==> src/verilog/timer3_regs.vh <==
// register offsets, control bit positions and timing constants for timer three
`ifndef TIMER3_REGS_VH
`define TIMER3_REGS_VH

// ----------------------------------------
// register offsets on the sfr bus
// ----------------------------------------
`define CTRL_ADDR 8'h91
`define RELOAD_LOW_ADDR 8'h92
`define RELOAD_HIGH_ADDR 8'h93
`define COUNT_LOW_ADDR 8'h94
`define COUNT_HIGH_ADDR 8'h95

// ----------------------------------------
// control register bit positions
// ----------------------------------------
`define BIT_HIGH_OVF 7
`define BIT_LOW_OVF 6
`define BIT_LOW_IRQ_EN 5
`define BIT_CAPTURE_EN 4
`define BIT_SPLIT 3
`define BIT_RUN 2
`define SRC_MSB 1
`define SRC_LSB 0

// ----------------------------------------
// reset values and source codes
// ----------------------------------------
`define BYTE_RESET 8'h00
`define BYTE_MAX 8'hFF
`define CTRL_RESET 8'h00
`define SRC_SYS_A 2'h0
`define SRC_EXT_OSC 2'h1
`define SRC_SYS_B 2'h2
`define SRC_CMP 2'h3

// ----------------------------------------
// divider terminal counts
// ----------------------------------------
`define SYS_DIV 4'hC
`define SYS_DIV_LAST 4'hB
`define DIV_ZERO 4'h0
`define DIV_ONE 4'h1
`define OSC_DIV_LAST 3'h7
`define OSC_DIV_ZERO 3'h0
`define OSC_DIV_ONE 3'h1

`endif

==> src/verilog/auto_reload_timer_three.v <==
// auto-reload timer three: 16-bit or split 8-bit, with capture
//
// Contract
// - split bit 0 gives one 16-bit reload timer, 1 gives two 8-bit
// - outside split mode count only while run control is 1; hold otherwise
// - in split mode run gates high byte only; low byte always runs
// - source 00/10 system_clock_source/12, 01 oscillator/8, 11 comparator 1
// - capture trigger: codes 00/01 comparator 1, 10/11 oscillator/8
// - in split mode the chosen external clock feeds both bytes
// - per-byte clock pick chooses external clock or system clock; 16-bit mode uses the low byte pick only
// - external sources synchronized to system clock before counting
// - two rw reload bytes, reset to zero
// - count bytes form the rw 16-bit counter, reset zero
// - in split mode each count byte is its own 8-bit timer
// - low overflow flag sets on every low byte rollover
// - high flag sets on high overflow (not on the capture-mode 16-bit wrap) and on each capture; only software clears flags
// - low irq enable plus timer irq enable: low overflow requests irq
// - capture enable 1 puts timer in capture mode
`timescale 1ns/10ps
`include "timer3_regs.vh"

module auto_reload_timer_three (
	input wire ref_clk, // system clock, 50 MHz
	input wire reset, // synchronous, active high
	input wire [7:0] sfr_addr, // register address
	input wire [7:0] sfr_wdata, // write data
	input wire sfr_wr, // write strobe, one cycle
	input wire sfr_rd, // read strobe, one cycle
	output reg [7:0] sfr_rdata, // read data, valid cycle after sfr_rd
	input wire high_byte_clock_pick, // 1: high byte counts system clock
	input wire low_byte_clock_pick, // 1: low byte counts system clock
	input wire timer_irq_enable, // global timer interrupt enable
	input wire ext_osc_clk, // external oscillator level
	input wire comparator1_out, // comparator 1 output level
	output reg irq_request // timer interrupt request level
);

// ----------------------------------------
// state
// ----------------------------------------
reg [7:0] reload_value_low;
reg [7:0] reload_value_high;
reg [7:0] count_value_low;
reg [7:0] count_value_high;
reg [7:0] ctrl;
reg [1:0] osc_sync;
reg [1:0] cmp_sync;
reg osc_prev;
reg cmp_prev;
reg [3:0] sys_div;
reg [2:0] osc_div;
reg osc_div_tick;
wire osc_rise;
wire cmp_rise;
wire sys12_tick;
reg ext_tick;
reg cap_tick;
wire split_mode_select;
wire run_control;
wire capture_enable;
wire [1:0] external_source_select;
wire low_en;
wire high_en;
wire low_step;
wire high_step;
wire low_wrap;
wire high_wrap;
reg [7:0] next_low;
reg [7:0] next_high;
reg next_low_ovf;
reg next_high_ovf;

assign split_mode_select = ctrl[`BIT_SPLIT];
assign run_control = ctrl[`BIT_RUN];
assign capture_enable = ctrl[`BIT_CAPTURE_EN];
assign external_source_select = ctrl[`SRC_MSB:`SRC_LSB];

// ----------------------------------------
// synchronizers; first stage read only by the second
// ----------------------------------------
always @(posedge ref_clk) begin
	if (reset) begin
		osc_sync <= 2'h0;
		cmp_sync <= 2'h0;
		osc_prev <= 1'b0;
		cmp_prev <= 1'b0;
	end else begin
		osc_sync <= {osc_sync[0], ext_osc_clk};
		cmp_sync <= {cmp_sync[0], comparator1_out};
		osc_prev <= osc_sync[1];
		cmp_prev <= cmp_sync[1];
	end
end

assign osc_rise = osc_sync[1] & ~osc_prev;
assign cmp_rise = cmp_sync[1] & ~cmp_prev;

// ----------------------------------------
// dividers: system_clock_source/12 and oscillator/8 as one-cycle enables
// ----------------------------------------
always @(posedge ref_clk) begin
	if (reset) begin
		sys_div <= `DIV_ZERO;
		osc_div <= `OSC_DIV_ZERO;
		osc_div_tick <= 1'b0;
	end else begin
		if (sys_div == `SYS_DIV_LAST)
			sys_div <= `DIV_ZERO;
		else
			sys_div <= sys_div + `DIV_ONE;
		osc_div_tick <= osc_rise && (osc_div == `OSC_DIV_LAST);
		if (osc_rise)
			osc_div <= osc_div + `OSC_DIV_ONE;
	end
end

assign sys12_tick = (sys_div == `SYS_DIV_LAST);

// source selection; one external tick shared by both bytes
always @* begin
	case (external_source_select)
	`SRC_SYS_A: ext_tick = sys12_tick;
	`SRC_EXT_OSC: ext_tick = osc_div_tick;
	`SRC_SYS_B: ext_tick = sys12_tick;
	`SRC_CMP: ext_tick = cmp_rise;
	default: ext_tick = 1'b0;
	endcase
	if (external_source_select[`SRC_MSB])
		cap_tick = osc_div_tick;
	else
		cap_tick = cmp_rise;
end

// ----------------------------------------
// count enables
// ----------------------------------------
// in split mode the low byte ignores run; in 16-bit both obey run
assign low_en = split_mode_select ? 1'b1 : run_control;
assign high_en = run_control;
assign low_step = low_en &&
	(low_byte_clock_pick ? 1'b1 : ext_tick);
assign high_step = high_en &&
	(high_byte_clock_pick ? 1'b1 : ext_tick);
assign low_wrap = (count_value_low == `BYTE_MAX);
assign high_wrap = (count_value_high == `BYTE_MAX);

// next count and overflow events
always @* begin
	next_low = count_value_low;
	next_high = count_value_high;
	next_low_ovf = 1'b0;
	next_high_ovf = 1'b0;
	if (split_mode_select) begin
		if (low_step) begin
			if (low_wrap) begin
				next_low = reload_value_low;
				next_low_ovf = 1'b1;
			end else begin
				next_low = count_value_low + 8'h01;
			end
		end
		if (high_step) begin
			if (high_wrap) begin
				next_high = reload_value_high;
				next_high_ovf = 1'b1;
			end else begin
				next_high = count_value_high + 8'h01;
			end
		end
	end else if (low_step && !capture_enable) begin
		// 16-bit mode is clocked by the low byte clock pick
		if (low_wrap && high_wrap) begin
			next_low = reload_value_low;
			next_high = reload_value_high;
			next_high_ovf = 1'b1;
			next_low_ovf = 1'b1;
		end else if (low_wrap) begin
			next_low = `BYTE_RESET;
			next_high = count_value_high + 8'h01;
			next_low_ovf = 1'b1;
		end else begin
			next_low = count_value_low + 8'h01;
		end
	end else if (low_step) begin
		// capture mode: free-running 16-bit count, no reload
		{next_high, next_low} = {count_value_high, count_value_low}
			+ 16'h0001;
		next_low_ovf = low_wrap;
	end
end

// ----------------------------------------
// registers and sfr writes; hardware sets win over software clears
// ----------------------------------------
always @(posedge ref_clk) begin
	if (reset) begin
		reload_value_low <= `BYTE_RESET;
		reload_value_high <= `BYTE_RESET;
		count_value_low <= `BYTE_RESET;
		count_value_high <= `BYTE_RESET;
		ctrl <= `CTRL_RESET;
	end else begin
		count_value_low <= next_low;
		count_value_high <= next_high;
		if (sfr_wr && sfr_addr == `COUNT_LOW_ADDR)
			count_value_low <= sfr_wdata;
		if (sfr_wr && sfr_addr == `COUNT_HIGH_ADDR)
			count_value_high <= sfr_wdata;
		if (sfr_wr && sfr_addr == `RELOAD_LOW_ADDR)
			reload_value_low <= sfr_wdata;
		if (sfr_wr && sfr_addr == `RELOAD_HIGH_ADDR)
			reload_value_high <= sfr_wdata;
		if (sfr_wr && sfr_addr == `CTRL_ADDR)
			ctrl <= sfr_wdata;
		// capture copies the live count; beats a same-cycle reload write
		if (capture_enable && cap_tick) begin
			reload_value_low <= count_value_low;
			reload_value_high <= count_value_high;
		end
		if (next_low_ovf)
			ctrl[`BIT_LOW_OVF] <= 1'b1;
		if (next_high_ovf || (capture_enable && cap_tick))
			ctrl[`BIT_HIGH_OVF] <= 1'b1;
	end
end

// ----------------------------------------
// read port and interrupt request
// ----------------------------------------
always @(posedge ref_clk) begin
	if (reset) begin
		sfr_rdata <= `BYTE_RESET;
		irq_request <= 1'b0;
	end else begin
		if (sfr_rd) begin
			case (sfr_addr)
			`CTRL_ADDR: sfr_rdata <= ctrl;
			`RELOAD_LOW_ADDR: sfr_rdata <= reload_value_low;
			`RELOAD_HIGH_ADDR: sfr_rdata <= reload_value_high;
			`COUNT_LOW_ADDR: sfr_rdata <= count_value_low;
			`COUNT_HIGH_ADDR: sfr_rdata <= count_value_high;
			default: sfr_rdata <= `BYTE_RESET;
			endcase
		end
		irq_request <= timer_irq_enable && (ctrl[`BIT_HIGH_OVF] ||
			(ctrl[`BIT_LOW_IRQ_EN] && ctrl[`BIT_LOW_OVF]));
	end
end

endmodule // auto_reload_timer_three

==> config.mk <==
export PLATFORM = sky130hd
export DESIGN_NAME = auto_reload_timer_three
export DESIGN_NICKNAME = d
export VERILOG_FILES = /design/src/verilog/auto_reload_timer_three.v
export VERILOG_INCLUDE_DIRS = /design/src /design/src/verilog
export SDC_FILE = /design/constraint.sdc
export NUM_CORES = 1
export LEC_CHECK = 0
export ABC_AREA = 1
export BUFFER_PORTS_ARGS = -buffer_cell sky130_fd_sc_hd__buf_2
export CAP_MARGIN = 5
export CORE_AREA = 2 2 97 80
export CTS_CLUSTER_DIAMETER = 150
export DETAILED_ROUTE_END_ITERATION = 6
export DIE_AREA = 0 0 99 82
export PLACE_DENSITY = 0.75
export SLEW_MARGIN = 20
export SYNTH_ARGS = -nofsm -noshare
export SYNTH_HDL_FRONTEND = slang
export SYNTH_SLANG_ARGS = --single-unit
export TNS_END_PERCENT = 30
==> constraint.sdc <==
create_clock -name ref_clk -period 1.8 [get_ports ref_clk]
set_input_delay 0.09 -clock ref_clk [delete_from_list [all_inputs] [get_ports ref_clk]]
set_output_delay 0.09 -clock ref_clk [all_outputs]
set_load 0.01 [all_outputs]
# ---- Yosys cells after proc, flatten, opt, wreduce, memory -nomap -nowiden
# Cells that the tools add are included.
dict set report word_totals {
  reg_bits 63
  latch_bits 0
  mem_bits_rw 0
  mem_bits_ro 0
  in_bits 25
  output_inout_bits 9
  word_cells 107
  mem_count 0
}
dict set report classes {
  n_addsub 5
  n_mul 0
  div_mod_pow 0
  n_lt_le_gt_ge 0
  n_eq_ne 15
  shifts 0
  muxes 40
  bitwise 4
  n_reduce_logical 27
}
# operator n
set ops {}
lappend ops {{two-way mux 8 bit} 21}
lappend ops {{equality test 8 bit (second input constant)} 7}
lappend ops {{one-hot mux 8 bit (5 select lines)} 1}
lappend ops {{two-way mux 1 bit} 17}
lappend ops {{adder 16 x 1 -> 16 bit (second input constant)} 1}
lappend ops {{adder 8 x 1 -> 8 bit (second input constant)} 2}
lappend ops {{logical AND 1 bit} 13}
lappend ops {{nonzero test 2 bit} 4}
lappend ops {{!= test 3 x 1 -> 1 bit (second input constant)} 2}
lappend ops {{!= test 5 x 3 -> 1 bit (second input constant)} 1}
lappend ops {{adder 4 x 1 -> 4 bit (second input constant)} 1}
lappend ops {{equality test 2 bit (second input constant)} 2}
lappend ops {{equality test 4 bit (second input constant)} 1}
lappend ops {{nonzero test 4 bit} 1}
lappend ops {{OR reduction 2 bit} 2}
lappend ops {{adder 3 x 1 -> 3 bit (second input constant)} 1}
lappend ops {{equality test 3 bit (second input constant)} 1}
lappend ops {{one-hot mux 1 bit (3 select lines)} 1}
lappend ops {{AND reduction 3 bit} 1}
lappend ops {{nonzero test 3 bit} 1}
lappend ops {{bitwise AND 1 bit} 2}
lappend ops {{equality test 2 x 1 -> 1 bit (second input constant)} 1}
lappend ops {{logical NOT 2 bit} 1}
lappend ops {{logical OR 1 bit} 2}
lappend ops {{other kinds (3)} 4}

# ---- Logic depth before layout (Yosys ltp)
dict set report logic_depth {
  word_depth 10
  ltp_mapped 12
  mapped_depth_nobuf 12
}

# ---- Least setup slack after synthesis
# OpenSTA, ideal clock, no wires.
dict set report synth_timing {
  path_type {register to register}
  from {reg count_value_low[0]}
  to {reg count_value_high[2]}
  setup_time_ps 115
  arrival_time_ps 1546
  t_required_ps 1685
  setup_slack_ps 140
  path_stages_with_launch 12
  n_path_buf 1
  period_less_slack_ps 1660
  path_cell_list {dfxtp_1 > ha_1 > nand2_1 > nor2_2 > nand2_2 > a21oi_1 > nand3_1 > nand3_1 > buf_4 > nand2_1 > nor2_1 > nor2_1}
}
dict set report synth_via {
  elab_chain_len 6
  elab_cells_between_ends 10
  classes_between {1 x add/sub; 2 x eq/ne; 5 x mux; 2 x reduce/logical}
}
# item line_no
set synth_rtl {}
lappend synth_rtl {{start: declaration} auto_reload_timer_three.v:43} ;# reg [7:0] count_value_low;
lappend synth_rtl {{start signal: assignment} auto_reload_timer_three.v:199} ;# count_value_low <= `BYTE_RESET;
lappend synth_rtl {{start signal: assignment} auto_reload_timer_three.v:203} ;# count_value_low <= next_low;
lappend synth_rtl {{start signal: assignment} auto_reload_timer_three.v:206} ;# count_value_low <= sfr_wdata;
lappend synth_rtl {{branches (longest 6 deep; another with adder 16 x 1 -> 16 bit)} -}
lappend synth_rtl {{end signal: assignment} auto_reload_timer_three.v:200} ;# count_value_high <= `BYTE_RESET;
lappend synth_rtl {{end signal: assignment} auto_reload_timer_three.v:204} ;# count_value_high <= next_high;
lappend synth_rtl {{end signal: assignment} auto_reload_timer_three.v:208} ;# count_value_high <= sfr_wdata;
lappend synth_rtl {{end: declaration} auto_reload_timer_three.v:44} ;# reg [7:0] count_value_high;
# Several ways; the timed one is not identified. The select of a mux whose other input is x is not followed.
# A chain may end at the register's enable or synchronous reset.

# ---- Worst setup path in the final report
dict set report layout_timing {
  from {reg count_value_low[1]}
  to {reg count_value_high[7]}
}
# Same word-level chain as after synthesis.

==> qor.log <==
[route] number of nets with antenna violations after detailed routing 0
[yosys] Post-Syn Area 3767 um^2
[global_routing] Total GRT Usage 34.37%
[setup_path] reg2reg setup slack 0.09 ns
[route] topmost layer with routed signal wires met4
[cts] CTS tree done
[route] routed length on met2 5.666 mm
[timing] post-route minimum period 1.714 ns
[cts] clock buffers created by TritonCTS 9
[timing] total negative slack for setup checks 0 ns
[timing] worst hold slack across all endpoints 0.03030 ns
[cells_and_area] commonest non-fill, non-tap cells in the layout 102 x nand2_1, 93 x nor2_1, 65 x inv_1
[yosys] syn avg cell area 6.364 um^2
[floorplan] Die Area 8118 um^2
[power] worst ir drop on vdd 393.6 uV
[power] cell area power density 589.3 nW/um^2
[setup_path] data arrival time at the worst-slack endpoint 2.01 ns
[route] 1st-pass router iterations 5
[placed_design] # port buffers 33
[cts] CTS Buffer Depth 2
[cells_and_area] post-layout instance count excluding filler cells 774
[route] routed wire length 13.57 mm
[cells_and_area] final net count 709
[setup_path] Worst Setup Start Kind register
[setup_path] startpoint of the lowest-slack register-to-register path count_value_low[1]
[timing] Final WS setup 0.08579 ns
[cts] CTS clk-pin slew, worst paths 0.08 ns
[setup_path] CP Capture Type register
[hold_path] number of cells on the worst hold path 3
[cells_and_area] register cell area after layout 1267 um^2
[yosys] total nets after synthesis 622
[route] vias post-DR 4468
[placed_design] Post-Place Cells 746
[yosys] Mapped Cells 592
[cts] Worst-Skew Late Latency 0.35 ns
[hold_path] worst min-delay path category in2reg
[cts] cell at the root of the clock tree clkbuf_8
[cts] clock sink total 63
[placed_design] Placer Congestion 0.9992
[cells_and_area] number of antenna diodes 0
[floorplan] height of the chip 82 um
[floorplan] Starting Density 52.46%
[floorplan] row cnt 28
[route] ratio of routed vias to standard cells 5.773
[yosys] post-synthesis register bit count 63
[yosys] library cells used by synthesis 33
[floorplan] num ports 34
[setup_path] worst setup path startpoint count_value_low[1]
[floorplan] core area 7182 um^2
[timing] final critical-path share of the clock period 95.23%
[cells_and_area] Area Overhead vs Synth 25.84%
[setup_path] Setup CP Type reg2reg
[yosys] sequential element share of the synthesized area 33.48%
[global_routing] antenna violations before repair 0
[cells_and_area] proportion of layout cells with a drive suffix above 1 23.68%
[route] remaining routing DRC violations 0
[setup_path] Critical Path RT 2.10 ns
[global_routing] overflow left after global routing 0
[placed_design] area post-placement 4337 um^2
[global_routing] number of global-route vias before repair 3977
[timing] Setup Viol. Count Final 0
[timing] final number of max-transition violations 0
[timing] worst slew margin relative to its limit 65.65%
[cells_and_area] multi-input gate area in the final layout 2255 um^2
[global_routing] first-pass GRT wire length 21.08 mm
[setup_path] reg2reg end count_value_high[7]
[timing] worst-margin pin slew 0.5140 ns
[timing] Max Clk Rate 583.4 MHz
[cts] H-Tree Depth 3
[power] final total power 2.794 mW
[placed_design] dpl hpwl 10.30 mm
[setup_path] FF-to-FF path depth 12
[cells_and_area] Filler Cell Count 689
[floorplan] Die X-Extent 99 um
[setup_path] destination of the critical timing path count_value_high[7]
[timing] setup skew after layout 0.01029 ns
[job] max-cap check violation count 0
[power] leakage power figure 1.970 nW
[yosys] total number of yosys warnings 0
[global_routing] maximum number of pins on one net before global-route repair 27
[timing] hold violation count in the final report 0
[route] metal1 wirelength 5.611 mm
[outcome] run status finished clean
[route] average routed wire per standard cell 17.53 um
[setup_path] Worst Path Max Fanout 7
[route] violation count after the first detailed-route iteration 566
[cells_and_area] final core utilization 66.01%
[cells_and_area] final instance area 4741 um^2
[cells_and_area] most common cell after layout, fill and taps aside nand2_1
[route] amount of wire on met3 after detailed routing 1.890 mm
[placed_design] worst setup timing slack at the placement stage -0.06067 ns
final cells by class:
cell class | instances | share of cell area, %
Clock buffer | 10 | 2.903
Clock inverter | 6 | 0.8973
Inverter | 81 | 6.413
Multi-Input combinational cell | 433 | 47.56
Sequential cell | 63 | 26.74
Tap cell | 90 | 2.375
Timing Repair Buffer | 91 | 13.12
critical path: stages, from the launching register on:
cell and delay (ns):
dfxtp_2 0.36, ha_4 0.15, nand2_2 0.07, nor2_4 0.15
nand2_4 0.11, a21oi_2 0.17, nand3_2 0.12, nand3_2 0.12
buf_2 0.19, o21ai_1 0.09, inv_2 0.05, nand2_1 0.04
inv_1 0.04
synth_stat cells (all sizes together):
| cell type | count | share of area, % |
|---|---|---|
| nand3 | 37 | 5.2 |
| and2 | 1 | 0.17 |
| o21ai | 62 | 8.2 |
| a31oi | 10 | 1.7 |
| xnor2 | 1 | 0.23 |
| xor2 | 13 | 3.0 |
| nand2 | 113 | 11 |
| dfxtp | 63 | 33 |
| buf | 7 | 0.96 |
| a21o | 1 | 0.20 |
| clkbuf | 8 | 0.80 |
| o221ai | 5 | 1.2 |
| or2 | 3 | 0.50 |
| clkinv | 2 | 0.20 |
| a21oi | 54 | 7.2 |
| ha | 5 | 1.7 |
| o22ai | 11 | 1.8 |
| nand4 | 6 | 1.3 |
| o211ai | 4 | 0.80 |
| inv | 79 | 7.9 |
| nor2 | 100 | 11 |
| nor3 | 7 | 1.5 |
how the worst min path moves through the flow:
stage,startpoint,to
floorplan,comparator1_out,cmp_sync[0]
global placement,ext_osc_clk,osc_sync[0]
detailed placement,ext_osc_clk,osc_sync[0]
CTS,sfr_wdata[2],ctrl[2]
global route,sfr_wdata[6],ctrl[6]
finish,sfr_wdata[2],ctrl[2]
cell families (layout without fill, tap and decap cells):
kind of cell	count (synthesis)	after routing	share of synthesized area, %
AND/OR/NAND/NOR	267	267	30.72
AO/OA/AOI/OAI	147	147	21.06
buffers and inverters	96	188	9.831
flip-flops	63	63	33.48
XOR/XNOR	14	14	3.255
adder cells (fa/ha/maj)	5	5	1.661
metal layers:
metal  up-vias  track usage (%)
met1      2024            47.46
met5         -                0
met3        32            10.72
met4         0            11.78
li1       2120                -
met2       292            50.81
power breakdown:
group / leakage, nW / switching (mW) / total (mW) / internal [mW]
logic: 1.37 / 0.127 / 0.196 / 0.0681
clock network: 0.0891 / 0.625 / 1.17 / 0.542
registers: 0.513 / 0.0131 / 1.43 / 1.42
what timing repair did:
item | in CTS | in global routing
gates resized for setup | 4 | 34
setup buffers | 0 | 8
setup endpoints to repair | 5 | 17
cloned | 0 | 1
hold endpoints to repair | 3 | 0
hold buffers | 3 | 0
pin swaps | 0 | 8
flip-flops by register name, summed over array words and instances, names as in the netlist, 3 cells and up:
| signal | cells |
|---|---|
| count_value_high | 8 |
| count_value_low | 8 |
| ctrl | 8 |
| reload_value_high | 8 |
| reload_value_low | 8 |
| sfr_rdata | 8 |
| sys_div | 4 |
| osc_div | 3 |
No activity file was read; power rests on OpenSTA's default activity.
